===== src/core/tmr_pkg.sv =====
// Function
// - Wide normal: only first match flag sets; wide capture: none
// - Match flag clears on ack or write-one
// - Count write blocks matches next tick
// - Mode decoded from width, capture, clear bits
// - Narrow normal: wrap 0xff to 0x00, flag
// - Wrap flag only set by counting; ack clears
// - Clear-on-match: counter zeroed at first compare
// - First compare unbuffered; missed top wraps through
// - Clear-on-match: wrap flag on max to zero
// - Wide normal: wrap 0xffff to 0x0000, flag
// - Fully synchronous, tick is count enable
// - One shared temporary high byte register
// - Low write loads temp and low together
// - Low read copies high byte into temp
// - Compare read direct; wide capture via temp
// - Compare match sets flag on next tick
// - Zero tick source stops counting, access stays
// - CPU count write beats clear or count
package tmr_pkg;
  // Register byte offsets, one word each
  localparam logic [7:0] OFS_CTRL_A = 8'h00;
  localparam logic [7:0] OFS_CTRL_B = 8'h04;
  localparam logic [7:0] OFS_CNT_LOW = 8'h08;
  localparam logic [7:0] OFS_CNT_HIGH = 8'h0c;
  localparam logic [7:0] OFS_CMP_FIRST = 8'h10;
  localparam logic [7:0] OFS_CMP_SECOND = 8'h14;
  localparam logic [7:0] OFS_FLAGS = 8'h18;
  // Field positions
  localparam int BIT_WIDTH = 7;
  localparam int BIT_CAPT = 6;
  localparam int BIT_CTC = 0;
  localparam int FLAG_WRAP = 0;
  localparam int FLAG_FIRST = 1;
  localparam int FLAG_SECOND = 2;
  localparam logic [7:0] CTRL_A_MASK = 8'hc1;
  // Values after reset and limits
  localparam logic [7:0] BYTE_RST = 8'h00;
  localparam logic [7:0] BYTE_MAX = 8'hff;
  localparam logic [15:0] WIDE_RST = 16'h0000;
  localparam logic [15:0] WIDE_MAX = 16'hffff;
  localparam logic [2:0] TICK_OFF = 3'h0;
  localparam logic [31:0] WORD_RST = 32'h0000_0000;
  // Counter modes
  typedef enum logic [2:0] {
    TMR_MODE_NORM8 = 3'b000,
    TMR_MODE_CTC8 = 3'b001,
    TMR_MODE_NORM16 = 3'b010,
    TMR_MODE_CAPT8 = 3'b011,
    TMR_MODE_CAPT16 = 3'b100
  } tmr_mode_e;
  // Bus slave states
  typedef enum logic [1:0] {
    TMR_BUS_IDLE = 2'b00,
    TMR_BUS_WRITE = 2'b01,
    TMR_BUS_RDWAIT = 2'b10,
    TMR_BUS_RDDONE = 2'b11
  } tmr_bus_e;
endpackage : tmr_pkg


===== src/core/tmr_sticky_flag.sv =====
`timescale 1ns/100ps
`default_nettype none
module tmr_sticky_flag
  import tmr_pkg::*;
(
  input wire logic hclk,    // System clock
  input wire logic hresetn, // Async reset, low
  input wire logic ce,      // Clock enable
  input wire logic set,     // Hardware event
  input wire logic clr,     // Ack or write-one
  output logic flag         // Sticky flag
);
  logic flag_q;

  // Set beats clear so an event in the clear cycle survives
  always_ff @(posedge hclk or negedge hresetn) begin
    if (!hresetn) begin
      flag_q <= 1'b0;
    end else if (ce) begin
      flag_q <= set | (flag_q & ~clr);
    end
  end

  assign flag = flag_q;
endmodule : tmr_sticky_flag
`default_nettype wire


===== src/core/tmr_ahb_slave.sv =====
`timescale 1ns/100ps
`default_nettype none
module tmr_ahb_slave
  import tmr_pkg::*;
(
  input wire logic hclk,          // System clock
  input wire logic hresetn,       // Async reset, low
  input wire logic ce,            // Clock enable
  input wire logic hsel,          // Slave select
  input wire logic [31:0] haddr,  // Byte address
  input wire logic [1:0] htrans,  // Transfer type
  input wire logic hwrite,        // Write when high
  input wire logic hready,        // Bus ready
  input wire logic [31:0] hwdata, // Write data
  output logic hreadyout,         // Slave ready
  output logic hresp,             // Always OKAY
  output logic [31:0] hrdata,     // Read data, registered
  output logic [7:0] acc_addr,    // Register offset
  output logic wr_pulse,          // Register write strobe
  output logic [7:0] wr_data,     // Written byte
  output logic rd_pulse,          // Register read strobe
  input wire logic [7:0] rd_data  // Read byte from core
);
  tmr_bus_e state_q;
  logic [7:0] addr_q;
  logic [31:0] hrdata_q;
  logic take;

  // NONSEQ or SEQ accepted; only whole words are expected
  assign take = ce & hsel & hready & htrans[1];

  // Reads take one wait state so that read data leaves a flop
  always_ff @(posedge hclk or negedge hresetn) begin
    if (!hresetn) begin
      state_q <= TMR_BUS_IDLE;
      addr_q <= BYTE_RST;
    end else if (ce) begin
      case (state_q)
        TMR_BUS_RDWAIT: begin
          state_q <= TMR_BUS_RDDONE;
        end
        TMR_BUS_IDLE, TMR_BUS_WRITE, TMR_BUS_RDDONE: begin
          if (take) begin
            state_q <= hwrite ? TMR_BUS_WRITE : TMR_BUS_RDWAIT;
            addr_q <= haddr[7:0];
          end else begin
            state_q <= TMR_BUS_IDLE;
          end
        end
        default: begin
          state_q <= TMR_BUS_IDLE;
        end
      endcase
    end
  end

  // Read data captured with the read side effects
  always_ff @(posedge hclk or negedge hresetn) begin
    if (!hresetn) begin
      hrdata_q <= WORD_RST;
    end else if (rd_pulse) begin
      hrdata_q <= {24'h00_0000, rd_data};
    end
  end

  // Frozen clock enable stalls the master too
  assign hreadyout = ce & (state_q != TMR_BUS_RDWAIT);
  assign hresp = 1'b0;
  assign hrdata = hrdata_q;
  assign acc_addr = addr_q;
  assign wr_pulse = ce & (state_q == TMR_BUS_WRITE);
  assign wr_data = hwdata[7:0];
  assign rd_pulse = ce & (state_q == TMR_BUS_RDWAIT);
endmodule : tmr_ahb_slave
`default_nettype wire


===== src/core/tmr_timer0.sv =====
// Register access over AHB-Lite and the placing of the registers were decided locally.
`timescale 1ns/100ps
`default_nettype none
module tmr_timer0
  import tmr_pkg::*;
(
  input wire logic hclk,              // System clock, 50 MHz
  input wire logic hresetn,           // Async reset, low
  input wire logic ce,                // Freezes all state when low
  input wire logic hsel,              // AHB slave select
  input wire logic [31:0] haddr,      // AHB address
  input wire logic [1:0] htrans,      // AHB transfer type
  input wire logic hwrite,            // AHB write
  input wire logic hready,            // AHB ready in
  input wire logic [31:0] hwdata,     // AHB write data
  output logic hreadyout,             // AHB ready out
  output logic hresp,                 // AHB response
  output logic [31:0] hrdata,         // AHB read data
  input wire logic count_enable_tick, // Prescaled timer tick
  input wire logic capture_trigger,   // Capture event pulse
  input wire logic irq_ack_wrap,      // Wrap interrupt executed
  input wire logic irq_ack_first,     // First match interrupt executed
  input wire logic irq_ack_second,    // Second match interrupt executed
  output logic wrap_flag,             // Overflow flag
  output logic match_flag_first,      // First compare flag
  output logic match_flag_second      // Second compare flag
);
  logic [7:0] acc_addr;
  logic wr_pulse;
  logic [7:0] wr_data;
  logic rd_pulse;
  logic [7:0] rd_data;

  logic [7:0] ctrl_a_q;
  logic [2:0] tick_sel_q;
  logic [15:0] count_q;
  logic [7:0] cmp_a_q;
  logic [7:0] cmp_b_q;
  logic [7:0] temp_q;
  logic block_q;

  logic wide_w;
  logic capt_w;
  logic ctc_w;
  tmr_mode_e mode;
  logic tick;
  logic [7:0] cnt_high_w;

  logic wr_ctrl_a;
  logic wr_ctrl_b;
  logic wr_cnt_low;
  logic wr_cnt_high;
  logic wr_cmp_a;
  logic wr_cmp_b;
  logic wr_flags;
  logic rd_cnt_low;
  logic rd_cmp_a;

  logic eq_first;
  logic eq_second;
  logic wrap_set;
  logic first_set;
  logic second_set;
  logic wrap_clr;
  logic first_clr;
  logic second_clr;

  // Bus front end
  tmr_ahb_slave u_bus (
    .hclk(hclk),
    .hresetn(hresetn),
    .ce(ce),
    .hsel(hsel),
    .haddr(haddr),
    .htrans(htrans),
    .hwrite(hwrite),
    .hready(hready),
    .hwdata(hwdata),
    .hreadyout(hreadyout),
    .hresp(hresp),
    .hrdata(hrdata),
    .acc_addr(acc_addr),
    .wr_pulse(wr_pulse),
    .wr_data(wr_data),
    .rd_pulse(rd_pulse),
    .rd_data(rd_data)
  );

  // Register strobes; unmapped writes fall through
  assign wr_ctrl_a = wr_pulse & (acc_addr == OFS_CTRL_A);
  assign wr_ctrl_b = wr_pulse & (acc_addr == OFS_CTRL_B);
  assign wr_cnt_low = wr_pulse & (acc_addr == OFS_CNT_LOW);
  assign wr_cnt_high = wr_pulse & (acc_addr == OFS_CNT_HIGH);
  assign wr_cmp_a = wr_pulse & (acc_addr == OFS_CMP_FIRST);
  assign wr_cmp_b = wr_pulse & (acc_addr == OFS_CMP_SECOND);
  assign wr_flags = wr_pulse & (acc_addr == OFS_FLAGS);
  assign rd_cnt_low = rd_pulse & (acc_addr == OFS_CNT_LOW);
  assign rd_cmp_a = rd_pulse & (acc_addr == OFS_CMP_FIRST);

  // Mode bits
  assign wide_w = ctrl_a_q[BIT_WIDTH];
  assign capt_w = ctrl_a_q[BIT_CAPT];
  assign ctc_w = ctrl_a_q[BIT_CTC];
  assign cnt_high_w = count_q[15:8];

  // Mode decode; clear-on-match ignored once wide or capture
  always_comb begin
    case ({capt_w, wide_w})
      2'b00: mode = ctc_w ? TMR_MODE_CTC8 : TMR_MODE_NORM8;
      2'b01: mode = TMR_MODE_NORM16;
      2'b10: mode = TMR_MODE_CAPT8;
      2'b11: mode = TMR_MODE_CAPT16;
      default: mode = TMR_MODE_NORM8;
    endcase
  end

  // Tick is a one-cycle enable on hclk, not a clock
  assign tick = ce & count_enable_tick & (tick_sel_q != TICK_OFF);

  // Control registers
  always_ff @(posedge hclk or negedge hresetn) begin
    if (!hresetn) begin
      ctrl_a_q <= BYTE_RST;
      tick_sel_q <= TICK_OFF;
    end else if (ce) begin
      if (wr_ctrl_a) begin
        ctrl_a_q <= wr_data & CTRL_A_MASK;
      end
      if (wr_ctrl_b) begin
        tick_sel_q <= wr_data[2:0];
      end
    end
  end

  // Counter; a CPU low-byte write overrides clear and count
  always_ff @(posedge hclk or negedge hresetn) begin
    if (!hresetn) begin
      count_q <= WIDE_RST;
    end else if (ce) begin
      if (wr_cnt_low) begin
        if (wide_w) begin
          count_q <= {temp_q, wr_data};
        end else begin
          count_q[7:0] <= wr_data;
        end
      end else if (tick) begin
        if (mode == TMR_MODE_CTC8 && count_q[7:0] == cmp_a_q) begin
          count_q[7:0] <= BYTE_RST;
        end else if (wide_w) begin
          count_q <= count_q + 16'h0001;
        end else begin
          count_q[7:0] <= count_q[7:0] + 8'h01;
        end
      end
    end
  end

  // Wrap seen only when the counter itself passes max to zero
  assign wrap_set = tick & ~wr_cnt_low &
                    (wide_w ? (count_q == WIDE_MAX) : (count_q[7:0] == BYTE_MAX));

  // Compare values are unbuffered, so a top below count is missed
  assign eq_first = wide_w ? (count_q == {cmp_b_q, cmp_a_q}) : (count_q[7:0] == cmp_a_q);
  assign eq_second = (count_q[7:0] == cmp_b_q);

  // Match seen at the tick after equality; wide has one unit
  assign first_set = tick & ~block_q & ~capt_w & eq_first;
  assign second_set = tick & ~block_q & ~wide_w & eq_second;

  // Block survives a stopped timer until the next real tick
  always_ff @(posedge hclk or negedge hresetn) begin
    if (!hresetn) begin
      block_q <= 1'b0;
    end else if (ce) begin
      if (wr_cnt_low | wr_cnt_high) begin
        block_q <= 1'b1;
      end else if (tick) begin
        block_q <= 1'b0;
      end
    end
  end

  // Compare registers; CPU writes win over a capture
  always_ff @(posedge hclk or negedge hresetn) begin
    if (!hresetn) begin
      cmp_a_q <= BYTE_RST;
      cmp_b_q <= BYTE_RST;
    end else if (ce) begin
      if (wr_cmp_a) begin
        cmp_a_q <= wr_data;
        if (wide_w) begin
          cmp_b_q <= temp_q;
        end
      end else if (wr_cmp_b && !wide_w) begin
        cmp_b_q <= wr_data;
      end else if (capture_trigger && capt_w) begin
        cmp_a_q <= count_q[7:0];
        if (wide_w) begin
          cmp_b_q <= cnt_high_w;
        end
      end
    end
  end

  // Shared temporary high byte; relies on high-first write order
  always_ff @(posedge hclk or negedge hresetn) begin
    if (!hresetn) begin
      temp_q <= BYTE_RST;
    end else if (ce) begin
      if (wr_cnt_high || wr_cmp_b) begin
        temp_q <= wr_data;
      end else if (rd_cnt_low && wide_w) begin
        temp_q <= cnt_high_w;
      end else if (rd_cmp_a && wide_w && capt_w) begin
        temp_q <= cmp_b_q;
      end
    end
  end

  // Read mux; reserved bits and unmapped offsets read zero
  always_comb begin
    case (acc_addr)
      OFS_CTRL_A: rd_data = ctrl_a_q;
      OFS_CTRL_B: rd_data = {5'h00, tick_sel_q};
      OFS_CNT_LOW: rd_data = count_q[7:0];
      OFS_CNT_HIGH: rd_data = wide_w ? temp_q : cnt_high_w;
      OFS_CMP_FIRST: rd_data = cmp_a_q;
      OFS_CMP_SECOND: rd_data = (wide_w && capt_w) ? temp_q : cmp_b_q;
      OFS_FLAGS: rd_data = {5'h00, match_flag_second, match_flag_first, wrap_flag};
      default: rd_data = BYTE_RST;
    endcase
  end

  // Flag clears: interrupt execution or write of one
  assign wrap_clr = irq_ack_wrap | (wr_flags & wr_data[FLAG_WRAP]);
  assign first_clr = irq_ack_first | (wr_flags & wr_data[FLAG_FIRST]);
  assign second_clr = irq_ack_second | (wr_flags & wr_data[FLAG_SECOND]);

  // Three sticky flags
  tmr_sticky_flag u_wrap (
    .hclk(hclk),
    .hresetn(hresetn),
    .ce(ce),
    .set(wrap_set),
    .clr(wrap_clr),
    .flag(wrap_flag)
  );

  tmr_sticky_flag u_first (
    .hclk(hclk),
    .hresetn(hresetn),
    .ce(ce),
    .set(first_set),
    .clr(first_clr),
    .flag(match_flag_first)
  );

  tmr_sticky_flag u_second (
    .hclk(hclk),
    .hresetn(hresetn),
    .ce(ce),
    .set(second_set),
    .clr(second_clr),
    .flag(match_flag_second)
  );

  // Own record of a pending count write, kept apart from block_q
  logic cnt_wr_seen_q;

  always_ff @(posedge hclk or negedge hresetn) begin
    if (!hresetn) begin
      cnt_wr_seen_q <= 1'b0;
    end else if (ce) begin
      if (wr_cnt_low || wr_cnt_high) begin
        cnt_wr_seen_q <= 1'b1;
      end else if (tick) begin
        cnt_wr_seen_q <= 1'b0;
      end
    end
  end
endmodule : tmr_timer0
`default_nettype wire


===== config.mk =====
export PLATFORM = sky130hd
export DESIGN_NAME = tmr_timer0
export DESIGN_NICKNAME = d
export VERILOG_FILES = /design/src/core/tmr_pkg.sv /design/src/core/tmr_sticky_flag.sv /design/src/core/tmr_ahb_slave.sv /design/src/core/tmr_timer0.sv
export SDC_FILE = /design/constraint.sdc
export NUM_CORES = 1
export LEC_CHECK = 0
export BUFFER_PORTS_ARGS = -buffer_cell sky130_fd_sc_hd__buf_2
export CORE_MARGIN = 2
export CORE_UTILIZATION = 54
export DETAILED_ROUTE_END_ITERATION = 6
export MAX_ROUTING_LAYER = met4
export PLACE_DENSITY = 0.86
export SYNTH_ARGS = -nofsm -noshare
export SYNTH_HDL_FRONTEND = slang
export SYNTH_SLANG_ARGS = --single-unit

===== constraint.sdc =====
create_clock -name hclk -period 3.37 [get_ports hclk]
set_input_delay 0 -clock hclk [delete_from_list [all_inputs] [get_ports hclk]]
set_output_delay 0 -clock hclk [all_outputs]
set_load 0.005 [all_outputs]

==> results.ini, run 1 <==
[worst_setup_path]
cp_cell_sequence = inv_1 -> ha_1 -> mux2i_1 -> nor3_1 -> nand3_1 -> nand2_1 -> nor3_1 -> a311oi_1
path_buf_inv = 1
crit_path_top_delay_cell = dfrtp_1
path_common_cell = nor3_1
start_kind = register
arrival_ps = 2910
cp_top_family = simple AND/OR/NAND/NOR gates
crit_required_ps = 3610
timing_worst_setup_path_type = register to register
critPathMaxFanout = 14
critPathMaxStageDelay_ps = 640
cp-end-kind = register
worst-r2r-setup-slack_ps = 700

[layout]
final_area_sq_um = 5060
diodes = 0
syn_to_final_growth_pct = 11.2
drive_above_1_share = 0.188
final_cells = 647
final_nets = 620

[clock_tree]
cts_tree = built
cts.path.max_buffers = 2
clkTransAtPathRegs_ps = 70
cts_buffers = 9
htreeDepth = 3
clkLatencyLatePin_ps = 340
root_buffer = clkbuf_8
cts_resized = 0
clock-sinks = 68

[place]
dp_hpwl_um = 9140
placed_area_sq_um = 4710
place_congestion = 1.01
port_buffers = 39
dp_cells = 616

[floorplan]
initial_core_util = 0.556
die-area_sq_um = 9170
die_y_um = 95.8
core_sq_um = 8180
die-width_um = 95.8
floorplan.io_pins = 114
rows = 33

[logic_synthesis]
yosysSeqAreaShare = 0.374
ys_ff_latch = 68
synth_cell_type_count = 64
yosys_most_used_dff = dfrtp_1
async_reset_ff_frac = 1.00
synthCells = 496
syn_area_per_cell_sq_um = 9.17
synth.top_cell.area_share = 0.374
synth_area_leader_cell = dfrtp_1
synth_edf_count = 0
synth_area_leaders = dfrtp_1 37%, mux2i_1 9.2%, mux2_2 5.7%
synthesis.area_sq_um = 4550
ys_warn_count = 0

[sta]
worst_pin_slew_ps = 943
slew_headroom = 0.370
tns_ps = 0
max_freq_ghz = 0.375
fin_skew_ps = 6.09
post-route-period-util = 0.792
slew_violations = 0
fin_crit_ps = 2670
final_hold_viol_count = 0
finalSetupViolations = 0
rsz0062_at_grt = no

[power]
power.density_nw_per_um2 = 537
p_leak_nw = 2.27
ir_drop_uv = 246

[route]
wirelength_um = 13100
drt_pass1_iterations = 6
routed_via_density = 6.30
vias = 4077
drc = 0
avgRoutedWirePerCell_um = 20.3
ant_nets = 0
first_iter_violations = 453

[grt]
grt_pass1_vias = 3934
grt_max_degree = 42
grt_overflow = 0
antenna_found_initial = 0
grt_first_pass_wirelength_um = 21200
gr-usage-all-layers = 0.316

[worst_hold_path]
hold_class = primary input to register

[outcome]
outcome = complete, no violations

[run]
drv_cap = 0

[cell type report]
cell class,count,area [sq um]
Fill cell,688,3120
Multi-Input combinational cell,386,2580
Sequential cell,68,1700
Timing Repair Buffer,65,433
Clock buffer,12,165
Tap cell,105,131
Inverter,9,33.8
Clock inverter,2,10.0
[per-stage QoR]
step                      worst slack (ps)  power (mW)  utilization  hold slack [ps]
final                                  701        2.72        0.619             20.6
after global routing                   398        2.87        0.619             23.5
after CTS                              713        2.70        0.619             4.75
after detailed placement               744        2.06        0.577              184
after global placement                 810        2.01        0.577              158
after floorplan                        912        1.83            -             -296
[per-layer routing]
metal,GRT usage,wire [um]
met5,-,0
met4,0.150,452
met3,0.0564,1070
met2,0.481,6320
met1,0.411,5270
[state kept, by name, summed over array words and instances, names as in the netlist, 2 cells and up]
register and cells:
u_bus.state_q 2, cmp_a_q 8, u_bus.hrdata 8, tick_sel_q 3, u_bus.acc_addr 8, count_q 16, cmp_b_q 8, ctrl_a_q 3
temp_q 8
[final timing paths]
check                                startpoint  cells past startpoint                 to
max in group asynchronous               hresetn                      3          temp_q[6]
worst min register to register  u_bus.hrdata[4]                      2    u_bus.hrdata[4]
worst max register to register      ctrl_a_q[7]                      8         count_q[9]
worst min-delay path                  hwdata[1]                      3          temp_q[1]
worst max-delay path                ctrl_a_q[7]                      8         count_q[9]
min in group asynchronous               hresetn                      2  u_bus.acc_addr[7]
[repair_timing]
item,4_1_cts,5_1_grt
endpoints found under the hold margin,59,0
setup buffers,0,0
hold buffers,17,0
[tightest hold or removal path, stage by stage]
cell and delay, ps:
buf_2 160, nand2_1 60, o21ai_0 90
[cell usage in the layout (no fill, tap or decap), drive strengths merged, types with 3 or more instances in the layout]
master / n
nor2: 40
xor2: 17
nand3: 18
or4b: 3
dlygate4sd3: 17
nor3: 11
a31oi: 6
mux2i: 42
inv: 9
dfrtp: 68
or3: 6
a21oi: 19
and3: 4
nand4: 10
xnor2: 8
o31ai: 3
ha: 4
nor4: 5
a211oi: 9
o21ai: 33
a221oi: 6
mux2: 23
nor2b: 3
clkbuf: 12
o221ai: 3
o22ai: 6
nand2: 44
a22o: 3
conb: 25
buf: 48
a21o: 8
[synthesized netlist by cell type, types with 2 or more instances]
library cell	number
a21oi_1	17
mux2i_1	42
dfrtp_1	68
o21a_1	2
a211oi_1	8
o31ai_1	3
a311oi_1	2
xnor2_1	8
o22ai_1	6
or4_1	2
buf_4	25
a21oi_2	2
o221ai_1	3
mux2_2	23
a31oi_1	5
clkbuf_1	19
o311ai_0	2
nand4_1	10
and3_1	4
o22a_1	2
nand2_1	43
o21ai_1	5
or3_1	6
inv_1	9
a22o_1	3
nor2_4	2
buf_1	4
ha_1	4
nor4_1	5
nor2_2	3
nor2_1	35
a21o_1	8
buf_2	8
nand3_1	18
xor2_1	17
nor3_1	10
o21ai_0	28
nor2b_1	3
and2_1	2
a221oi_1	6
[cell families (layout without fill, tap and decap cells)]
logic type / Yosys count / after routing / share of synthesized area
buf+inv: 66 / 88 / 0.0789
other cells: 1 / 25 / 0.000824
xor+xnor: 25 / 25 / 0.0481
fa+ha+maj: 4 / 4 / 0.0110
compound gates: 112 / 112 / 0.164
simple gates: 155 / 155 / 0.173
mux: 65 / 65 / 0.149
flops: 68 / 68 / 0.374
[where the power goes]
group	total [mW]	leakage, nW	switching (mW)	internal, mW
combinational	0.787	1.28	0.420	0.367
sequential	1.30	0.896	0.306	0.999
clock	0.627	0.0941	0.310	0.317
total	2.72	2.27	1.04	1.68
No activity file was read; power rests on OpenSTA's default activity.
==> inputs of run 2 (changes only) <==
==> constraint.sdc (replaced) <==
create_clock -name hclk -period 2.55 [get_ports hclk]
set_input_delay 0 -clock hclk [delete_from_list [all_inputs] [get_ports hclk]]
set_output_delay 0 -clock hclk [all_outputs]
set_load 0.005 [all_outputs]
==> run 2 against run 1 <==
  * Total power increased by 43%
  * Flip-flop and latch count is the same
  * Routed wire length decreased by 0.72%
  * Final area up 4.6%
  * Cell count increased by 3.9%
  * Clock power increased by 63%
  * Setup slack got worse by 570 ps
  * First-iteration DRC count up 3.8%
  * Die area is the same
  * Fmax grew 10%
  * Clock-buffer cell count shrank 3
==> results.ini, run 2 (synthesized netlist as in run 1, its figures left out) <==
[clock_tree]
htreeDepth = 3
cts.path.max_buffers = 2
cts_setup_buffers = 0
clkTransAtPathRegs_ps = 80
clock-sinks = 68
clkLatencyLatePin_ps = 350
cts_tree = built
root_buffer = clkbuf_8
cts_buffers = 9

[layout]
final_cell_mix = 68 x dfrtp_1, 43 x nand2_1, 42 x mux2i_1
largest-register = count_q
diodes = 0
final_cells = 672
largest_reg_flops = 16
final_nets = 643
syn_to_final_growth_pct = 16.3
drive_above_1_share = 0.220
final_util = 0.647
final_common_cell = dfrtp_1

[worst_setup_path]
critPathMaxFanout = 8
crit_path_top_delay_cell = or4_1
start_kind = register
critPathMaxStageDelay_ps = 590
cp-end-kind = register
cp_cell_sequence = or4_1 -> or2_1 -> nor2_4 -> mux2_2 -> mux2i_1 -> o21ai_0
arrival_ps = 2650
path_buf_inv = 0
cp_top_family = simple AND/OR/NAND/NOR gates
crit_required_ps = 2780
worst-r2r-setup-slack_ps = 130
timing_worst_setup_path_type = register to register

[sta]
final_hold_viol_count = 0
rsz0062_at_grt = no
slew_violations = 0
tns_ps = 0
worst_pin_slew_ps = 649
max_freq_ghz = 0.413
post-route-period-util = 0.948
slew_headroom = 0.566
fin_crit_ps = 2420
finalSetupViolations = 0
fin_skew_ps = 10.1

[run]
drv_cap = 0

[power]
ir_drop_uv = 369
power_mw = 3.88
p_leak_nw = 2.40
power.density_nw_per_um2 = 734

[route]
vias = 4191
routed_via_density = 6.24
drt_pass1_iterations = 5
drc = 0
ant_nets = 0
avgRoutedWirePerCell_um = 19.4
first_iter_violations = 470
wirelength_um = 13000

[grt]
grt_max_degree = 40
gr-usage-all-layers = 0.304
grt_pass1_vias = 4013
grt_first_pass_wirelength_um = 20400
grt_overflow = 0
antenna_found_initial = 0

[outcome]
outcome = complete, no violations

[place]
dp_cells = 637
place_congestion = 0.934
port_buffers = 39
dp_hpwl_um = 9380

[floorplan]
die-width_um = 95.8
initial_core_util = 0.556
core_sq_um = 8180
die_y_um = 95.8
floorplan.io_pins = 114
rows = 33
die-area_sq_um = 9170

[worst_hold_path]
hold_class = primary input to register

==> run 2: layout make-up <==
type / count / area (sq um)
fillers: 643 / 2880
multi-input cells: 386 / 2590
flip-flops and latches: 68 / 1700
repair buffers: 88 / 611
well taps: 105 / 131
clock buffers: 9 / 124
clock inverters: 7 / 98.8
inverters: 9 / 33.8
==> run 2: layer usage <==
layer  vias up  wire length (um)  GRT usage
met5         -                 0          -
met4         0               468      0.160
met3        39              1030     0.0345
met2       219              6210      0.478
met1      2054              5310      0.387
li1       1879                 -          -
==> run 2: worst min-delay path, cell delays in order <==
cell	delay, ps
buf_2	160
nand2_1	80
o21ai_0	80
==> run 2: worst paths after layout <==
path | cells past startpoint | to | from
worst max-delay path | 6 | temp_q[0] | u_bus.acc_addr[5]
worst min register to register | 2 | u_bus.hrdata[4] | u_bus.hrdata[4]
worst max register to register | 6 | temp_q[0] | u_bus.acc_addr[5]
max in group asynchronous | 3 | count_q[8] | hresetn
min in group asynchronous | 3 | u_bus.acc_addr[7] | hresetn
worst min-delay path | 3 | temp_q[0] | hwdata[0]
==> run 2: power by group <==
group	switching, mW	internal [mW]	leakage [nW]
registers	0.332	1.32	0.896
logic	0.651	0.566	1.39
clock network	0.458	0.557	0.110
total	1.44	2.44	2.40
==> run 2: repair_timing <==
action / in CTS / in global routing
hold buffers: 19 / 0
hold endpoints to repair: 92 / 0
gates resized for setup: 0 / 1
endpoints found under the setup margin: 0 / 1
==> run 2: per-stage QoR <==
step | hold slack [ps] | cell area [sq um] | setup slack, ps
final | 17.1 | 5290 | 131
after global routing | 24.8 | 5290 | 37.4
after CTS | 7.49 | 5280 | 136
after detailed placement | 42.2 | 4870 | 176
after global placement | 33.6 | 4870 | 253
after floorplan | -296 | 4640 | 91.7
